File: config.mk
export PLATFORM = sky130hd
export DESIGN_NAME = lnbc_i2c_top
export DESIGN_NICKNAME = d
export VERILOG_FILES = /design/src/hw/lnbc_pkg.sv /design/src/hw/lnbc_sync.sv /design/src/hw/lnbc_output_select.sv /design/src/hw/lnbc_i2c_top.sv
export SDC_FILE = /design/constraint.sdc
export NUM_CORES = 1
export LEC_CHECK = 0
export BUFFER_PORTS_ARGS = -buffer_cell sky130_fd_sc_hd__buf_2
export CELL_PAD_IN_SITES_DETAIL_PLACEMENT = 1
export CELL_PAD_IN_SITES_GLOBAL_PLACEMENT = 2
export CORE_MARGIN = 2
export CORE_UTILIZATION = 42
export DETAILED_ROUTE_END_ITERATION = 12
export PLACE_DENSITY = 0.89
export SLEW_MARGIN = 20
export SYNTH_ARGS = -nofsm -noshare
export SYNTH_HDL_FRONTEND = slang
export SYNTH_SLANG_ARGS = --single-unit
File: constraint.sdc
create_clock -name ref_clk -period 3.4 [get_ports ref_clk]
set_input_delay 0.51 -clock ref_clk [delete_from_list [all_inputs] [get_ports ref_clk]]
set_output_delay 0.51 -clock ref_clk [all_outputs]
set_load 0.01 [all_outputs]
File: src/hw/lnbc_pkg.sv
// How it works
// - pin control: output on while enable pin high, off (zero volts) while low.
// - register accesses work whatever the enable pin level.
// - control source bit 1 takes enable from the register enable bit.
// - control source bit resets to 0, leaving the enable pin in charge.
// - pin control, enable high: SCL and voltage-select pins pick one of four levels.
// - control source bit 1: level from the 4-bit code, pins ignored, even enable low.
// - register enable bit resets to 1.
// - slave works at 100 kbps and 400 kbps with one protocol.
// - only 7-bit addressing; no 10-bit, no general call.
// - slave address picked from the four address pin levels.
// - slave acknowledges its address and each byte it receives by holding SDA low through the next clock pulse; read bytes get the master's acknowledge.
// - data byte is committed at the falling SCL edge of its last bit.
// - 4-bit code maps 0000 to 11 V up to 1111 at 20 V in 0.6 V steps.
`default_nettype none

package lnbc_pkg;

    // ==========================================================
    // register map
    localparam logic [7:0] REG_CTRL1_OFFSET  = 8'h00;
    localparam logic [7:0] REG_CTRL2_OFFSET  = 8'h01;
    localparam logic [7:0] REG_STATUS_OFFSET = 8'h02;

    localparam logic [7:0] CTRL1_RESET = 8'h08;
    localparam logic [7:0] CTRL2_RESET = 8'h09;

    localparam int CTRL1_SRC_BIT   = 7;
    localparam int CTRL1_CODE_LSB  = 1;
    localparam int CTRL2_EN_BIT    = 3;
    localparam int CODE_W          = 4;

    // ==========================================================
    // voltage codes chosen by the pins (scl, voltage select)
    localparam logic [3:0] CODE_PIN_HH = 4'h0e;
    localparam logic [3:0] CODE_PIN_HL = 4'h06;
    localparam logic [3:0] CODE_PIN_LH = 4'h0c;
    localparam logic [3:0] CODE_PIN_LL = 4'h04;

    // ==========================================================
    // slave address by address pin level code
    localparam logic [1:0] ADDR_PIN_VCC   = 2'h0;
    localparam logic [1:0] ADDR_PIN_FLOAT = 2'h1;
    localparam logic [1:0] ADDR_PIN_GND   = 2'h2;
    localparam logic [1:0] ADDR_PIN_MID   = 2'h3;

    localparam logic [6:0] SLAVE_ADDR_VCC   = 7'h08;
    localparam logic [6:0] SLAVE_ADDR_FLOAT = 7'h09;
    localparam logic [6:0] SLAVE_ADDR_GND   = 7'h10;
    localparam logic [6:0] SLAVE_ADDR_MID   = 7'h11;

    localparam logic [3:0] BITS_PER_BYTE = 4'h8;

    // ==========================================================
    // serial engine states
    typedef enum logic [8:0] {
        ST_IDLE     = 9'h001,
        ST_ADDR     = 9'h002,
        ST_ACK_ADDR = 9'h004,
        ST_REG      = 9'h008,
        ST_ACK_REG  = 9'h010,
        ST_WDATA    = 9'h020,
        ST_ACK_DATA = 9'h040,
        ST_TX       = 9'h080,
        ST_MACK     = 9'h100
    } lnbc_state_type;

endpackage

`default_nettype wire

File: src/hw/lnbc_sync.sv
`timescale 1ns/100ps
`default_nettype none

module lnbc_sync
#(
    parameter int WIDTH = 1
)
(
    input  wire logic             ref_clk,
    input  wire logic             rst_n,
    input  wire logic [WIDTH-1:0] async_in,
    output var  logic [WIDTH-1:0] sync_out
);

    logic [WIDTH-1:0] meta_q;

    // ==========================================================
    // two stage synchroniser, idle-high reset for bus lines
    always_ff @(posedge ref_clk or negedge rst_n)
    begin
        if (!rst_n)
        begin
            meta_q   <= '1;
            sync_out <= '1;
        end
        else
        begin
            meta_q   <= async_in;
            sync_out <= meta_q;
        end
    end

endmodule

`default_nettype wire

File: src/hw/lnbc_output_select.sv
`timescale 1ns/100ps
`default_nettype none

module lnbc_output_select
(
    input  wire logic       ref_clk,
    input  wire logic       rst_n,
    input  wire logic       enable_pin,
    input  wire logic       scl_level,
    input  wire logic       voltage_select_pin,
    input  wire logic       control_source_select,
    input  wire logic       reg_enable,
    input  wire logic [3:0] reg_code,
    output var  logic       regulated_output_enable,
    output var  logic [3:0] output_voltage_code
);

    import lnbc_pkg::*;

    logic       en_d;
    logic [3:0] code_d;
    logic [3:0] pin_code;

    // ==========================================================
    // pin level table
    always_comb
    begin
        case ({scl_level, voltage_select_pin})
            2'h3:    pin_code = CODE_PIN_HH;
            2'h2:    pin_code = CODE_PIN_HL;
            2'h1:    pin_code = CODE_PIN_LH;
            default: pin_code = CODE_PIN_LL;
        endcase
    end

    // ==========================================================
    // source choice
    always_comb
    begin
        if (control_source_select)
        begin
            en_d   = reg_enable;
            code_d = reg_code;
        end
        else
        begin
            en_d   = enable_pin;
            code_d = pin_code;
        end
    end

    always_ff @(posedge ref_clk or negedge rst_n)
    begin
        if (!rst_n)
        begin
            regulated_output_enable <= 1'b0;
            output_voltage_code     <= CTRL1_RESET[CTRL1_CODE_LSB +: CODE_W];
        end
        else
        begin
            regulated_output_enable <= en_d;
            output_voltage_code     <= code_d;
        end
    end

endmodule

`default_nettype wire

File: src/hw/lnbc_i2c_top.sv
`timescale 1ns/100ps
`default_nettype none

module lnbc_i2c_top
(
    input  wire logic       ref_clk,
    input  wire logic       rst_n,
    input  wire logic       scl_in,
    input  wire logic       sda_in,
    output var  logic       sda_out,
    output var  logic       sda_oe,
    input  wire logic       enable_pin,
    input  wire logic       voltage_select_pin,
    input  wire logic [1:0] address_pin_level,
    input  wire logic [6:0] status_in,
    output var  logic       regulated_output_enable,
    output var  logic [3:0] output_voltage_code,
    output var  logic       control_source_select,
    output var  logic [7:0] ctrl1_value,
    output var  logic [7:0] ctrl2_value
);

    import lnbc_pkg::*;

    // ==========================================================
    // pin synchronisers
    logic [3:0] pins_s;
    logic       scl_s;
    logic       sda_s;
    logic       en_s;
    logic       vsel_s;
    logic [1:0] addr_lvl_s;

    // enable travels inverted so the idle-high reset reads it as low
    lnbc_sync #(.WIDTH(4)) u_pin_sync
    (
        .ref_clk  (ref_clk),
        .rst_n    (rst_n),
        .async_in ({scl_in, sda_in, ~enable_pin, voltage_select_pin}),
        .sync_out (pins_s)
    );

    lnbc_sync #(.WIDTH(2)) u_addr_sync
    (
        .ref_clk  (ref_clk),
        .rst_n    (rst_n),
        .async_in (address_pin_level),
        .sync_out (addr_lvl_s)
    );

    assign scl_s  = pins_s[3];
    assign sda_s  = pins_s[2];
    assign en_s   = ~pins_s[1];
    assign vsel_s = pins_s[0];

    // ==========================================================
    // bus edges and conditions
    logic scl_q;
    logic sda_q;
    logic scl_rise;
    logic scl_fall;
    logic start_det;
    logic stop_det;

    always_ff @(posedge ref_clk or negedge rst_n)
    begin
        if (!rst_n)
        begin
            scl_q <= 1'b1;
            sda_q <= 1'b1;
        end
        else
        begin
            scl_q <= scl_s;
            sda_q <= sda_s;
        end
    end

    // oversampled edges work for both bus speeds
    assign scl_rise  = scl_s & ~scl_q;
    assign scl_fall  = ~scl_s & scl_q;
    assign start_det = scl_s & scl_q & sda_q & ~sda_s;
    assign stop_det  = scl_s & scl_q & ~sda_q & sda_s;

    // ==========================================================
    // own address from address pin level
    logic [6:0] own_addr;

    always_comb
    begin
        case (addr_lvl_s)
            ADDR_PIN_VCC:   own_addr = SLAVE_ADDR_VCC;
            ADDR_PIN_FLOAT: own_addr = SLAVE_ADDR_FLOAT;
            ADDR_PIN_GND:   own_addr = SLAVE_ADDR_GND;
            ADDR_PIN_MID:   own_addr = SLAVE_ADDR_MID;
            default:        own_addr = SLAVE_ADDR_VCC;
        endcase
    end

    // ==========================================================
    // serial engine
    lnbc_state_type state_q;
    lnbc_state_type state_d;
    logic [3:0]     cnt_q;
    logic [7:0]     shift_q;
    logic [7:0]     tx_q;
    logic [7:0]     ptr_q;
    logic           nack_q;
    logic           byte_done;
    logic           wr_stb;
    logic [7:0]     rd_data;
    logic [7:0]     ctrl1_q;
    logic [7:0]     ctrl2_q;

    assign byte_done = scl_fall & (cnt_q == BITS_PER_BYTE);
    // commit on the falling edge that ends the last data bit
    assign wr_stb    = byte_done & (state_q == ST_WDATA);

    always_comb
    begin
        state_d = state_q;
        case (state_q)
            ST_IDLE:
                state_d = ST_IDLE;
            ST_ADDR:
            begin
                // 10-bit headers and general call never equal own address
                if (byte_done)
                begin
                    if (shift_q[7:1] == own_addr)
                        state_d = ST_ACK_ADDR;
                    else
                        state_d = ST_IDLE;
                end
            end
            ST_ACK_ADDR:
            begin
                if (scl_fall)
                    state_d = shift_q[0] ? ST_TX : ST_REG;
            end
            ST_REG:
            begin
                if (byte_done)
                    state_d = ST_ACK_REG;
            end
            ST_ACK_REG:
            begin
                if (scl_fall)
                    state_d = ST_WDATA;
            end
            ST_WDATA:
            begin
                if (byte_done)
                    state_d = ST_ACK_DATA;
            end
            ST_ACK_DATA:
            begin
                if (scl_fall)
                    state_d = ST_WDATA;
            end
            ST_TX:
            begin
                if (byte_done)
                    state_d = ST_MACK;
            end
            ST_MACK:
            begin
                // master nack ends the read
                if (scl_fall)
                    state_d = nack_q ? ST_IDLE : ST_TX;
            end
            default:
                state_d = ST_IDLE;
        endcase
        if (stop_det)
            state_d = ST_IDLE;
        if (start_det)
            state_d = ST_ADDR;
    end

    always_ff @(posedge ref_clk or negedge rst_n)
    begin
        if (!rst_n)
            state_q <= ST_IDLE;
        else
            state_q <= state_d;
    end

    // bit counter: counts rising SCL edges within a byte
    always_ff @(posedge ref_clk or negedge rst_n)
    begin
        if (!rst_n)
            cnt_q <= 4'h0;
        else if (start_det || (state_q != state_d))
            cnt_q <= 4'h0;
        else if (scl_rise && (cnt_q != BITS_PER_BYTE))
            cnt_q <= cnt_q + 4'h1;
    end

    always_ff @(posedge ref_clk or negedge rst_n)
    begin
        if (!rst_n)
            shift_q <= 8'h00;
        else if (scl_rise && (cnt_q != BITS_PER_BYTE)
                 && (state_q inside {ST_ADDR, ST_REG, ST_WDATA}))
            shift_q <= {shift_q[6:0], sda_s};
    end

    // register pointer: set by the register address byte, steps per byte
    always_ff @(posedge ref_clk or negedge rst_n)
    begin
        if (!rst_n)
            ptr_q <= 8'h00;
        else if (byte_done && (state_q == ST_REG))
            ptr_q <= shift_q;
        else if (wr_stb || (scl_fall && (state_q == ST_MACK)))
            ptr_q <= ptr_q + 8'h01;
    end

    always_ff @(posedge ref_clk or negedge rst_n)
    begin
        if (!rst_n)
            nack_q <= 1'b1;
        else if (scl_rise && (state_q == ST_MACK))
            nack_q <= sda_s;
    end

    // ==========================================================
    // read data
    always_comb
    begin
        case (ptr_q)
            REG_CTRL1_OFFSET:  rd_data = ctrl1_q;
            REG_CTRL2_OFFSET:  rd_data = ctrl2_q;
            REG_STATUS_OFFSET: rd_data = {1'b0, status_in};
            default:           rd_data = 8'h00;
        endcase
    end

    // transmit shifter: msb first, loaded when a read byte begins
    always_ff @(posedge ref_clk or negedge rst_n)
    begin
        if (!rst_n)
            tx_q <= 8'hff;
        else if ((state_d == ST_TX) && (state_q != ST_TX))
            tx_q <= rd_data;
        else if (scl_fall && (state_q == ST_TX))
            tx_q <= {tx_q[6:0], 1'b1};
    end

    // ==========================================================
    // sda drive: pull low for acks and zero data bits
    always_ff @(posedge ref_clk or negedge rst_n)
    begin
        if (!rst_n)
            sda_oe <= 1'b0;
        else
        begin
            case (state_d)
                ST_ACK_ADDR, ST_ACK_REG, ST_ACK_DATA:
                    sda_oe <= 1'b1;
                ST_TX:
                    sda_oe <= ((state_q != ST_TX) ? ~rd_data[7] :
                               (scl_fall ? ~tx_q[6] : ~tx_q[7]));
                default:
                    sda_oe <= 1'b0;
            endcase
        end
    end

    assign sda_out = 1'b0;

    // ==========================================================
    // configuration registers, writable whatever the enable pin
    always_ff @(posedge ref_clk or negedge rst_n)
    begin
        if (!rst_n)
            ctrl1_q <= CTRL1_RESET;
        else if (wr_stb && (ptr_q == REG_CTRL1_OFFSET))
            ctrl1_q <= shift_q;
    end

    always_ff @(posedge ref_clk or negedge rst_n)
    begin
        if (!rst_n)
            ctrl2_q <= CTRL2_RESET;
        else if (wr_stb && (ptr_q == REG_CTRL2_OFFSET))
            ctrl2_q <= shift_q;
    end

    assign ctrl1_value           = ctrl1_q;
    assign ctrl2_value           = ctrl2_q;
    assign control_source_select = ctrl1_q[CTRL1_SRC_BIT];

    // ==========================================================
    // output control
    lnbc_output_select u_out_sel
    (
        .ref_clk                 (ref_clk),
        .rst_n                   (rst_n),
        .enable_pin              (en_s),
        .scl_level               (scl_s),
        .voltage_select_pin      (vsel_s),
        .control_source_select   (ctrl1_q[CTRL1_SRC_BIT]),
        .reg_enable              (ctrl2_q[CTRL2_EN_BIT]),
        .reg_code                (ctrl1_q[CTRL1_CODE_LSB +: CODE_W]),
        .regulated_output_enable (regulated_output_enable),
        .output_voltage_code     (output_voltage_code)
    );

endmodule

`default_nettype wire

Word level (Yosys, flattened, before mapping)
Index checks and enable logic that the tools add are counted.
- input port bits: 15
- register bits after elaboration: 74
- equality and inequality tests: 25
- muxes and demuxes: 27
- $add $sub $neg: 2
- reduce and logical (&&, ||, !) cells: 19
- bitwise logic cells: 18
- operator list (cell ; number):
    9-bit 2-to-1 mux ; 9
    9-bit case mux with 7 select lines ; 1
    8-bit 2-to-1 mux ; 6
    7-bit case mux with 4 select lines ; 1
    8-bit case mux with 3 select lines ; 1
    9-bit by 3-bit equality test with 1-bit output (second input constant) ; 2
    9-bit by 5-bit equality test with 1-bit output (second input constant) ; 2
    9-bit by 7-bit equality test with 1-bit output (second input constant) ; 2
    9-bit by 8-bit equality test with 1-bit output (second input constant) ; 2
    4-bit 2-to-1 mux ; 3
    4-bit case mux with 3 select lines ; 1
    1-bit AND ; 9
    9-bit by 2-bit equality test with 1-bit output (second input constant) ; 1
    9-bit by 4-bit equality test with 1-bit output (second input constant) ; 1
    9-bit by 6-bit equality test with 1-bit output (second input constant) ; 1
    9-bit equality test (second input constant) ; 1
    1-bit logical AND ; 9
    9-bit by 8-bit inequality test with 1-bit output (second input constant) ; 1
    9-bit inequality test ; 1
    1-bit inverter ; 9
    8-bit by 1-bit adder with 8-bit output (second input constant) ; 1
    2-bit equality test (second input constant) ; 4
    8-bit by 1-bit equality test with 1-bit output (second input constant) ; 1
    8-bit by 2-bit equality test with 1-bit output (second input constant) ; 1
    15 further kinds ; 21

Depth between registers and ports, before layout
- depth in word-level cells: 11
- mapped depth: 9
- depth with buffers taken out: 8

Cells and area by module
From an unflattened synthesis, not the netlist that was laid out.
- cell total of the unflattened synthesis: 346
- area total of the unflattened synthesis: 3857.4 um^2
- modules (own cells, without submodules) (module ; times used ; area each (um^2) ; cells each):
    lnbc_i2c_top ; 1 ; 3368.2 ; 324
    lnbc_sync at u_pin_sync ; 1 ; 210.2 ; 8
    lnbc_output_select ; 1 ; 173.9 ; 10
    lnbc_sync at u_addr_sync ; 1 ; 105.1 ; 4

Worst setup path before layout
OpenSTA, ideal clock, no wires.
- path kind: register -> register
- from: reg state_q[1]
- to: reg cnt_q[0]
- path slack: 1223 ps
- period minus slack after synthesis: 2177 ps
- arrival time: 2043 ps
- cell stages (with the launch flop): 9
- path buffers: 2
- cells stage by stage: dfrtp_1 -> buf_6 -> nor4_4 -> o2111a_1 -> a311oi_2 -> or2_1 -> buf_4 -> a311oi_4 -> nor4_1
- cells in the longest elaborated chain, start to end: 8
- elaborated cells on any way between the ends: 23
- classes of those cells: 9 x eq/ne; 11 x mux; 3 x reduce/logical
- ends and longest elaborated chain (what ; line ; source):
    start: declaration ; lnbc_i2c_top.sv:102 ; lnbc_state_type state_q;
    start signal: assignment ; lnbc_i2c_top.sv:186 ; state_q <= state_d;
    9-bit by 7-bit equality test with 1-bit output / 9-bit by 5-bit equality test with 1-bit output (equally long branches) ; lnbc_i2c_top.sv:122 ; case (state_q)
    2-bit OR reduction (no line) ; - ;
    9-bit case mux with 7 select lines ; lnbc_i2c_top.sv:122 ;
    9-bit 2-to-1 mux ; lnbc_i2c_top.sv:175 ; if (stop_det)
    9-bit 2-to-1 mux ; lnbc_i2c_top.sv:177 ; if (start_det)
    9-bit inequality test (*) ; lnbc_i2c_top.sv:194 ; else if (start_det || (state_q != state_d))
    1-bit logical OR (*) ; lnbc_i2c_top.sv:194 ;
    4-bit 2-to-1 mux / 2-bit nonzero test (equally long branches) ; - ;
    end signal: assignment ; lnbc_i2c_top.sv:197 ; cnt_q <= cnt_q + 4'h1;
    end: declaration ; lnbc_i2c_top.sv:104 ; logic [3:0] cnt_q;
Every way passes the cells marked *; elsewhere a longest branch is shown, timed or not.
A chain may end at the register's enable or synchronous reset.

Worst setup path in the final report
- from: reg cnt_q[0]
- to: reg cnt_q[3]
- cells in the longest elaborated chain, start to end: 9
- elaborated cells on any way between the ends: 17
- classes of those cells: 1 x add/sub; 3 x eq/ne; 9 x mux; 1 x bitwise; 3 x reduce/logical
- ends and longest elaborated chain (what ; line ; source):
    4-bit equality test ; lnbc_i2c_top.sv:115 ; assign byte_done = scl_fall & (cnt_q == BITS_PER_BYTE);
    1-bit AND ; lnbc_i2c_top.sv:115 ;
    9-bit 2-to-1 mux (on tied branches) ; - ;
    9-bit case mux with 7 select lines ; lnbc_i2c_top.sv:122 ;
    9-bit 2-to-1 mux ; lnbc_i2c_top.sv:175 ;
    9-bit 2-to-1 mux ; lnbc_i2c_top.sv:177 ;
    9-bit inequality test ; lnbc_i2c_top.sv:194 ;
    1-bit logical OR ; lnbc_i2c_top.sv:194 ;
    4-bit 2-to-1 mux / 2-bit nonzero test (equally long branches) ; - ;
Parallel ways exist; a longest one is shown, timed or not. The select of a mux whose other input is x is not followed.

==> flow_summary_export.csv <==
group,metric,value,unit
global_routing,overflow,0,
clock_network,cts_root_buf,"clkbuf_8",
worst_setup_path,critPathRequiredTime,3.65,ns
yosys,synth-simple-area-share,21.91,%
clock_network,hold_buffers,0,
yosys,postSynth.asyncResetShare,100.0,%
power,p_leak,1.963,nW
clock_network,clock_sinks,74,
worst_setup_path,cp-start-kind,"flop",
yosys,yosys.area.top_type,"dfrtp_1",
yosys,yosys_warnings,0,
timing,final_hold_viol_count,0,
global_routing,grt_pass1_wl,17.46,mm
min_path,hold_class,"in -> reg",
timing,rsz0062_at_grt,"no",
worst_setup_path,cp_data_arrival_time,3.06,ns
timing,post-route-min-period,2.813,ns
routing,drtPass1Iterations,4,
die,die-area,10330,um2
timing,finalSetupViolations,0,
yosys,synthMuxAreaShare,7.812,%
place,gp_congestion,0.9138,
yosys,synth_edf_count,0,
clock_network,cts_setup_buffers,0,
routing,wl,10.49,mm
clock_network,clockBufferDepth,2,
routing,vias_per_cell,5.707,
yosys,ys_ff_latch,74,
clock_network,cts_max_level,3,
global_routing,grt_usage,21.98,%
min_path,holdPathEnd,"u_pin_sync.meta_q[3]",
yosys,synth_fa_ha_area_share,1.875,%
finish,layout_common_cells,"46 x dfrtp_1, 39 x nand2_1, 36 x buf_2",
power,ir_drop,0.0002453,V
worst_setup_path,worstSetupPathType,"reg -> reg",
die,initial_core_util,43.33,%
yosys,syn-num-nets,394,
yosys,netlist_top_cells_area,"dfrtp_1 29%, dfstp_2 18%, mux2_2 7.0%, nand2_1 3.7%, nor2_1 2.1%",
die,die_h,101.6,um
finish,layout_commonest_cell,"dfrtp_1",
timing,setup_tns,0,ns
yosys,synth_top_area_share,28.75,%
global_routing,grt_antenna_before_repair,0,
yosys,synth_ff_type,"dfrtp_1",
global_routing,grt_pass1_vias,3296,
yosys,syn-instance-count,373,
yosys,syn_area,4004,um2
die,die_w,101.6,um
finish,syn_to_final_growth,12.44,%
worst_setup_path,r2r_setup_slack,0.59,ns
clock_network,clkLatencyLatePin,0.36,ns
clock_network,cts_tree,"done",
yosys,synth_compound_area_share,13.72,%
worst_setup_path,slowest_stage,"a221oi_1",
finish,fillers,1052,
finish,ff_latch_area,1887,um2
finish,stdcell_area,4502,um2
worst_setup_path,critPathMaxFanout,7,
finish,diodes,0,
timing,worst_pin_slew,0.9252,ns
place,dp_cells,527,
die,pin_count,39,
yosys,synth_cell_type_count,69,
yosys,synth_top_family_by_area,"simple AND/OR/NAND/NOR gates",
worst_setup_path,reg2reg_to,"cnt_q[3]",
timing,whs,0.2555,ns
timing,fmax,355.4,MHz
worst_setup_path,worstPathCellList,"inv_1, ha_1, and3b_1, nand2_1, nand4_1, a221oi_1, o2111ai_2, nor4_1",
timing,period_share,82.75,%
place,post_dp_cell_area,4280,um2
worst_setup_path,endpoint_kind,"flop",
power,power_density,400.2,nW/um2
run_status,status,"complete, no violations",
finish,drive_gt1_share,32.37,%
min_path,min_from,"scl_in",
place,portBuffers,37,
global_routing,grt_max_degree,75,
place,hpwl,7.450,mm
finish,layout.nets,430,
routing,vias,3099,
routing,drc_errors,0,
worst_setup_path,cp_slowest_stage_delay,0.50,ns
die,coreArea,9240,um2
routing,wire_per_inst,19.32,um
yosys,syn_area_per_cell,10.73,um2
routing,drt-initial-drc-count,121,
timing,fin_skew,0.01674,ns
yosys,synthXorXnorAreaFrac,2.844,%
worst_setup_path,r2r_start,"cnt_q[0]",
routing,antenna_left,0,
clock_network,post_cts_resized,0,
die,rows,35,
job,cap_viol_max_count,0,
timing,maxSlewViolCount,0,
yosys,synth_seq_area_share,47.13,%
timing,slew_headroom,38.32,%
worst_setup_path,reg2reg_depth,8,
clock_network,path_clk_slew,0.09,ns
finish,multi_input_area,1932,um2
finish,fin_cells,543,
clock_network,cts_inserted_buffers,9,
min_path,worstHoldPathCells,1,
[synthesized netlist by cell type (3+ instances only)]
cell type	count
nor2b_1	5
o211ai_1	6
nor4b_2	3
ha_1	6
o21ai_0	11
nor2_1	22
nor4_1	8
buf_2	4
nand2b_1	4
nand3_1	8
xor2_1	9
o21a_1	3
nor4b_1	4
a211oi_1	6
a21oi_1	12
nand4_1	10
mux2_2	25
buf_4	8
a22oi_1	4
buf_6	3
nor3b_1	4
nor3_1	7
dfstp_2	28
nand2_1	39
a22o_1	5
clkbuf_1	5
inv_1	14
o22ai_1	4
xnor2_1	4
or3_1	3
dfrtp_1	46
and3_1	4
[worst max path at each step]
stage          startpoint        to  slack, ns  cells past startpoint
6_report         cnt_q[0]  cnt_q[3]       0.59                      8
5_1_grt          cnt_q[0]  cnt_q[3]       0.34                      8
4_1_cts          cnt_q[0]  cnt_q[2]       0.63                      8
3_5_place_dp     cnt_q[0]  cnt_q[2]       0.66                      8
3_3_place_gp     cnt_q[0]  cnt_q[3]       0.79                      8
2_1_floorplan  state_q[1]  cnt_q[0]       1.22                      8
[area by class of cell]
class / count / area share [%]
clock buffers: 12 / 3.224
clock inverters: 4 / 1.695
inverters: 14 / 1.167
multi-input cells: 265 / 42.91
flip-flops and latches: 74 / 41.91
well taps: 129 / 3.585
repair buffers: 45 / 5.503
[registers in the layout, indices dropped and copies added, names as in the netlist, 2 cells and up]
signal / count
cnt_q: 4
ctrl1_value: 8
ctrl2_value: 8
ptr_q: 8
shift_q: 8
state_q: 9
tx_q: 8
u_addr_sync.meta_q: 2
u_addr_sync.sync_out: 2
u_out_sel.output_voltage_code: 4
u_pin_sync.meta_q: 4
u_pin_sync.sync_out: 4
[through the flow]
stage	setup WS (ns)	total power, mW	utilization (%)
floorplan	1.223	1.000	-
global placement	0.7941	1.041	46.32
detailed placement	0.6647	1.049	46.32
CTS	0.6307	1.820	48.72
global route	0.3418	1.867	48.72
finish	0.5866	1.801	48.72
[kinds of logic after synthesis]
logic type | Yosys count
other | 1
adders and majority gates | 6
DFF | 74
xor gates and xnor gates | 13
muxes | 28
and+or+nand+nor | 144
AOI/OAI and AO/OA | 73
buffers and inverters | 34
[metal layers]
| metal | share of wire [%] | global-route usage (%) | vias to the layer above |
|---|---|---|---|
| met1 | 45 | 28.03 | 1590 |
| li1 | - | - | 1423 |
| met5 | 0 | 0 | - |
| met2 | 49 | 37.65 | 63 |
| met4 | 2.7 | 8.004 | 0 |
| met3 | 3.0 | 3.520 | 23 |
[critical path, delay by kind of cell (launching register included)]
kind,cells,cell delay (ns)
simple gates,4,1.28
buf+inv,1,0.08
fa+ha+maj,1,0.21
flops,1,0.39
compound gates,2,0.74
[power by group]
part | total (mW) | internal (mW) | switching (mW)
clock network | 0.770 | 0.437 | 0.333
registers | 0.934 | 0.912 | 0.0223
logic | 0.0971 | 0.0379 | 0.0592
Note: power is estimated with default switching activity, not from simulation.
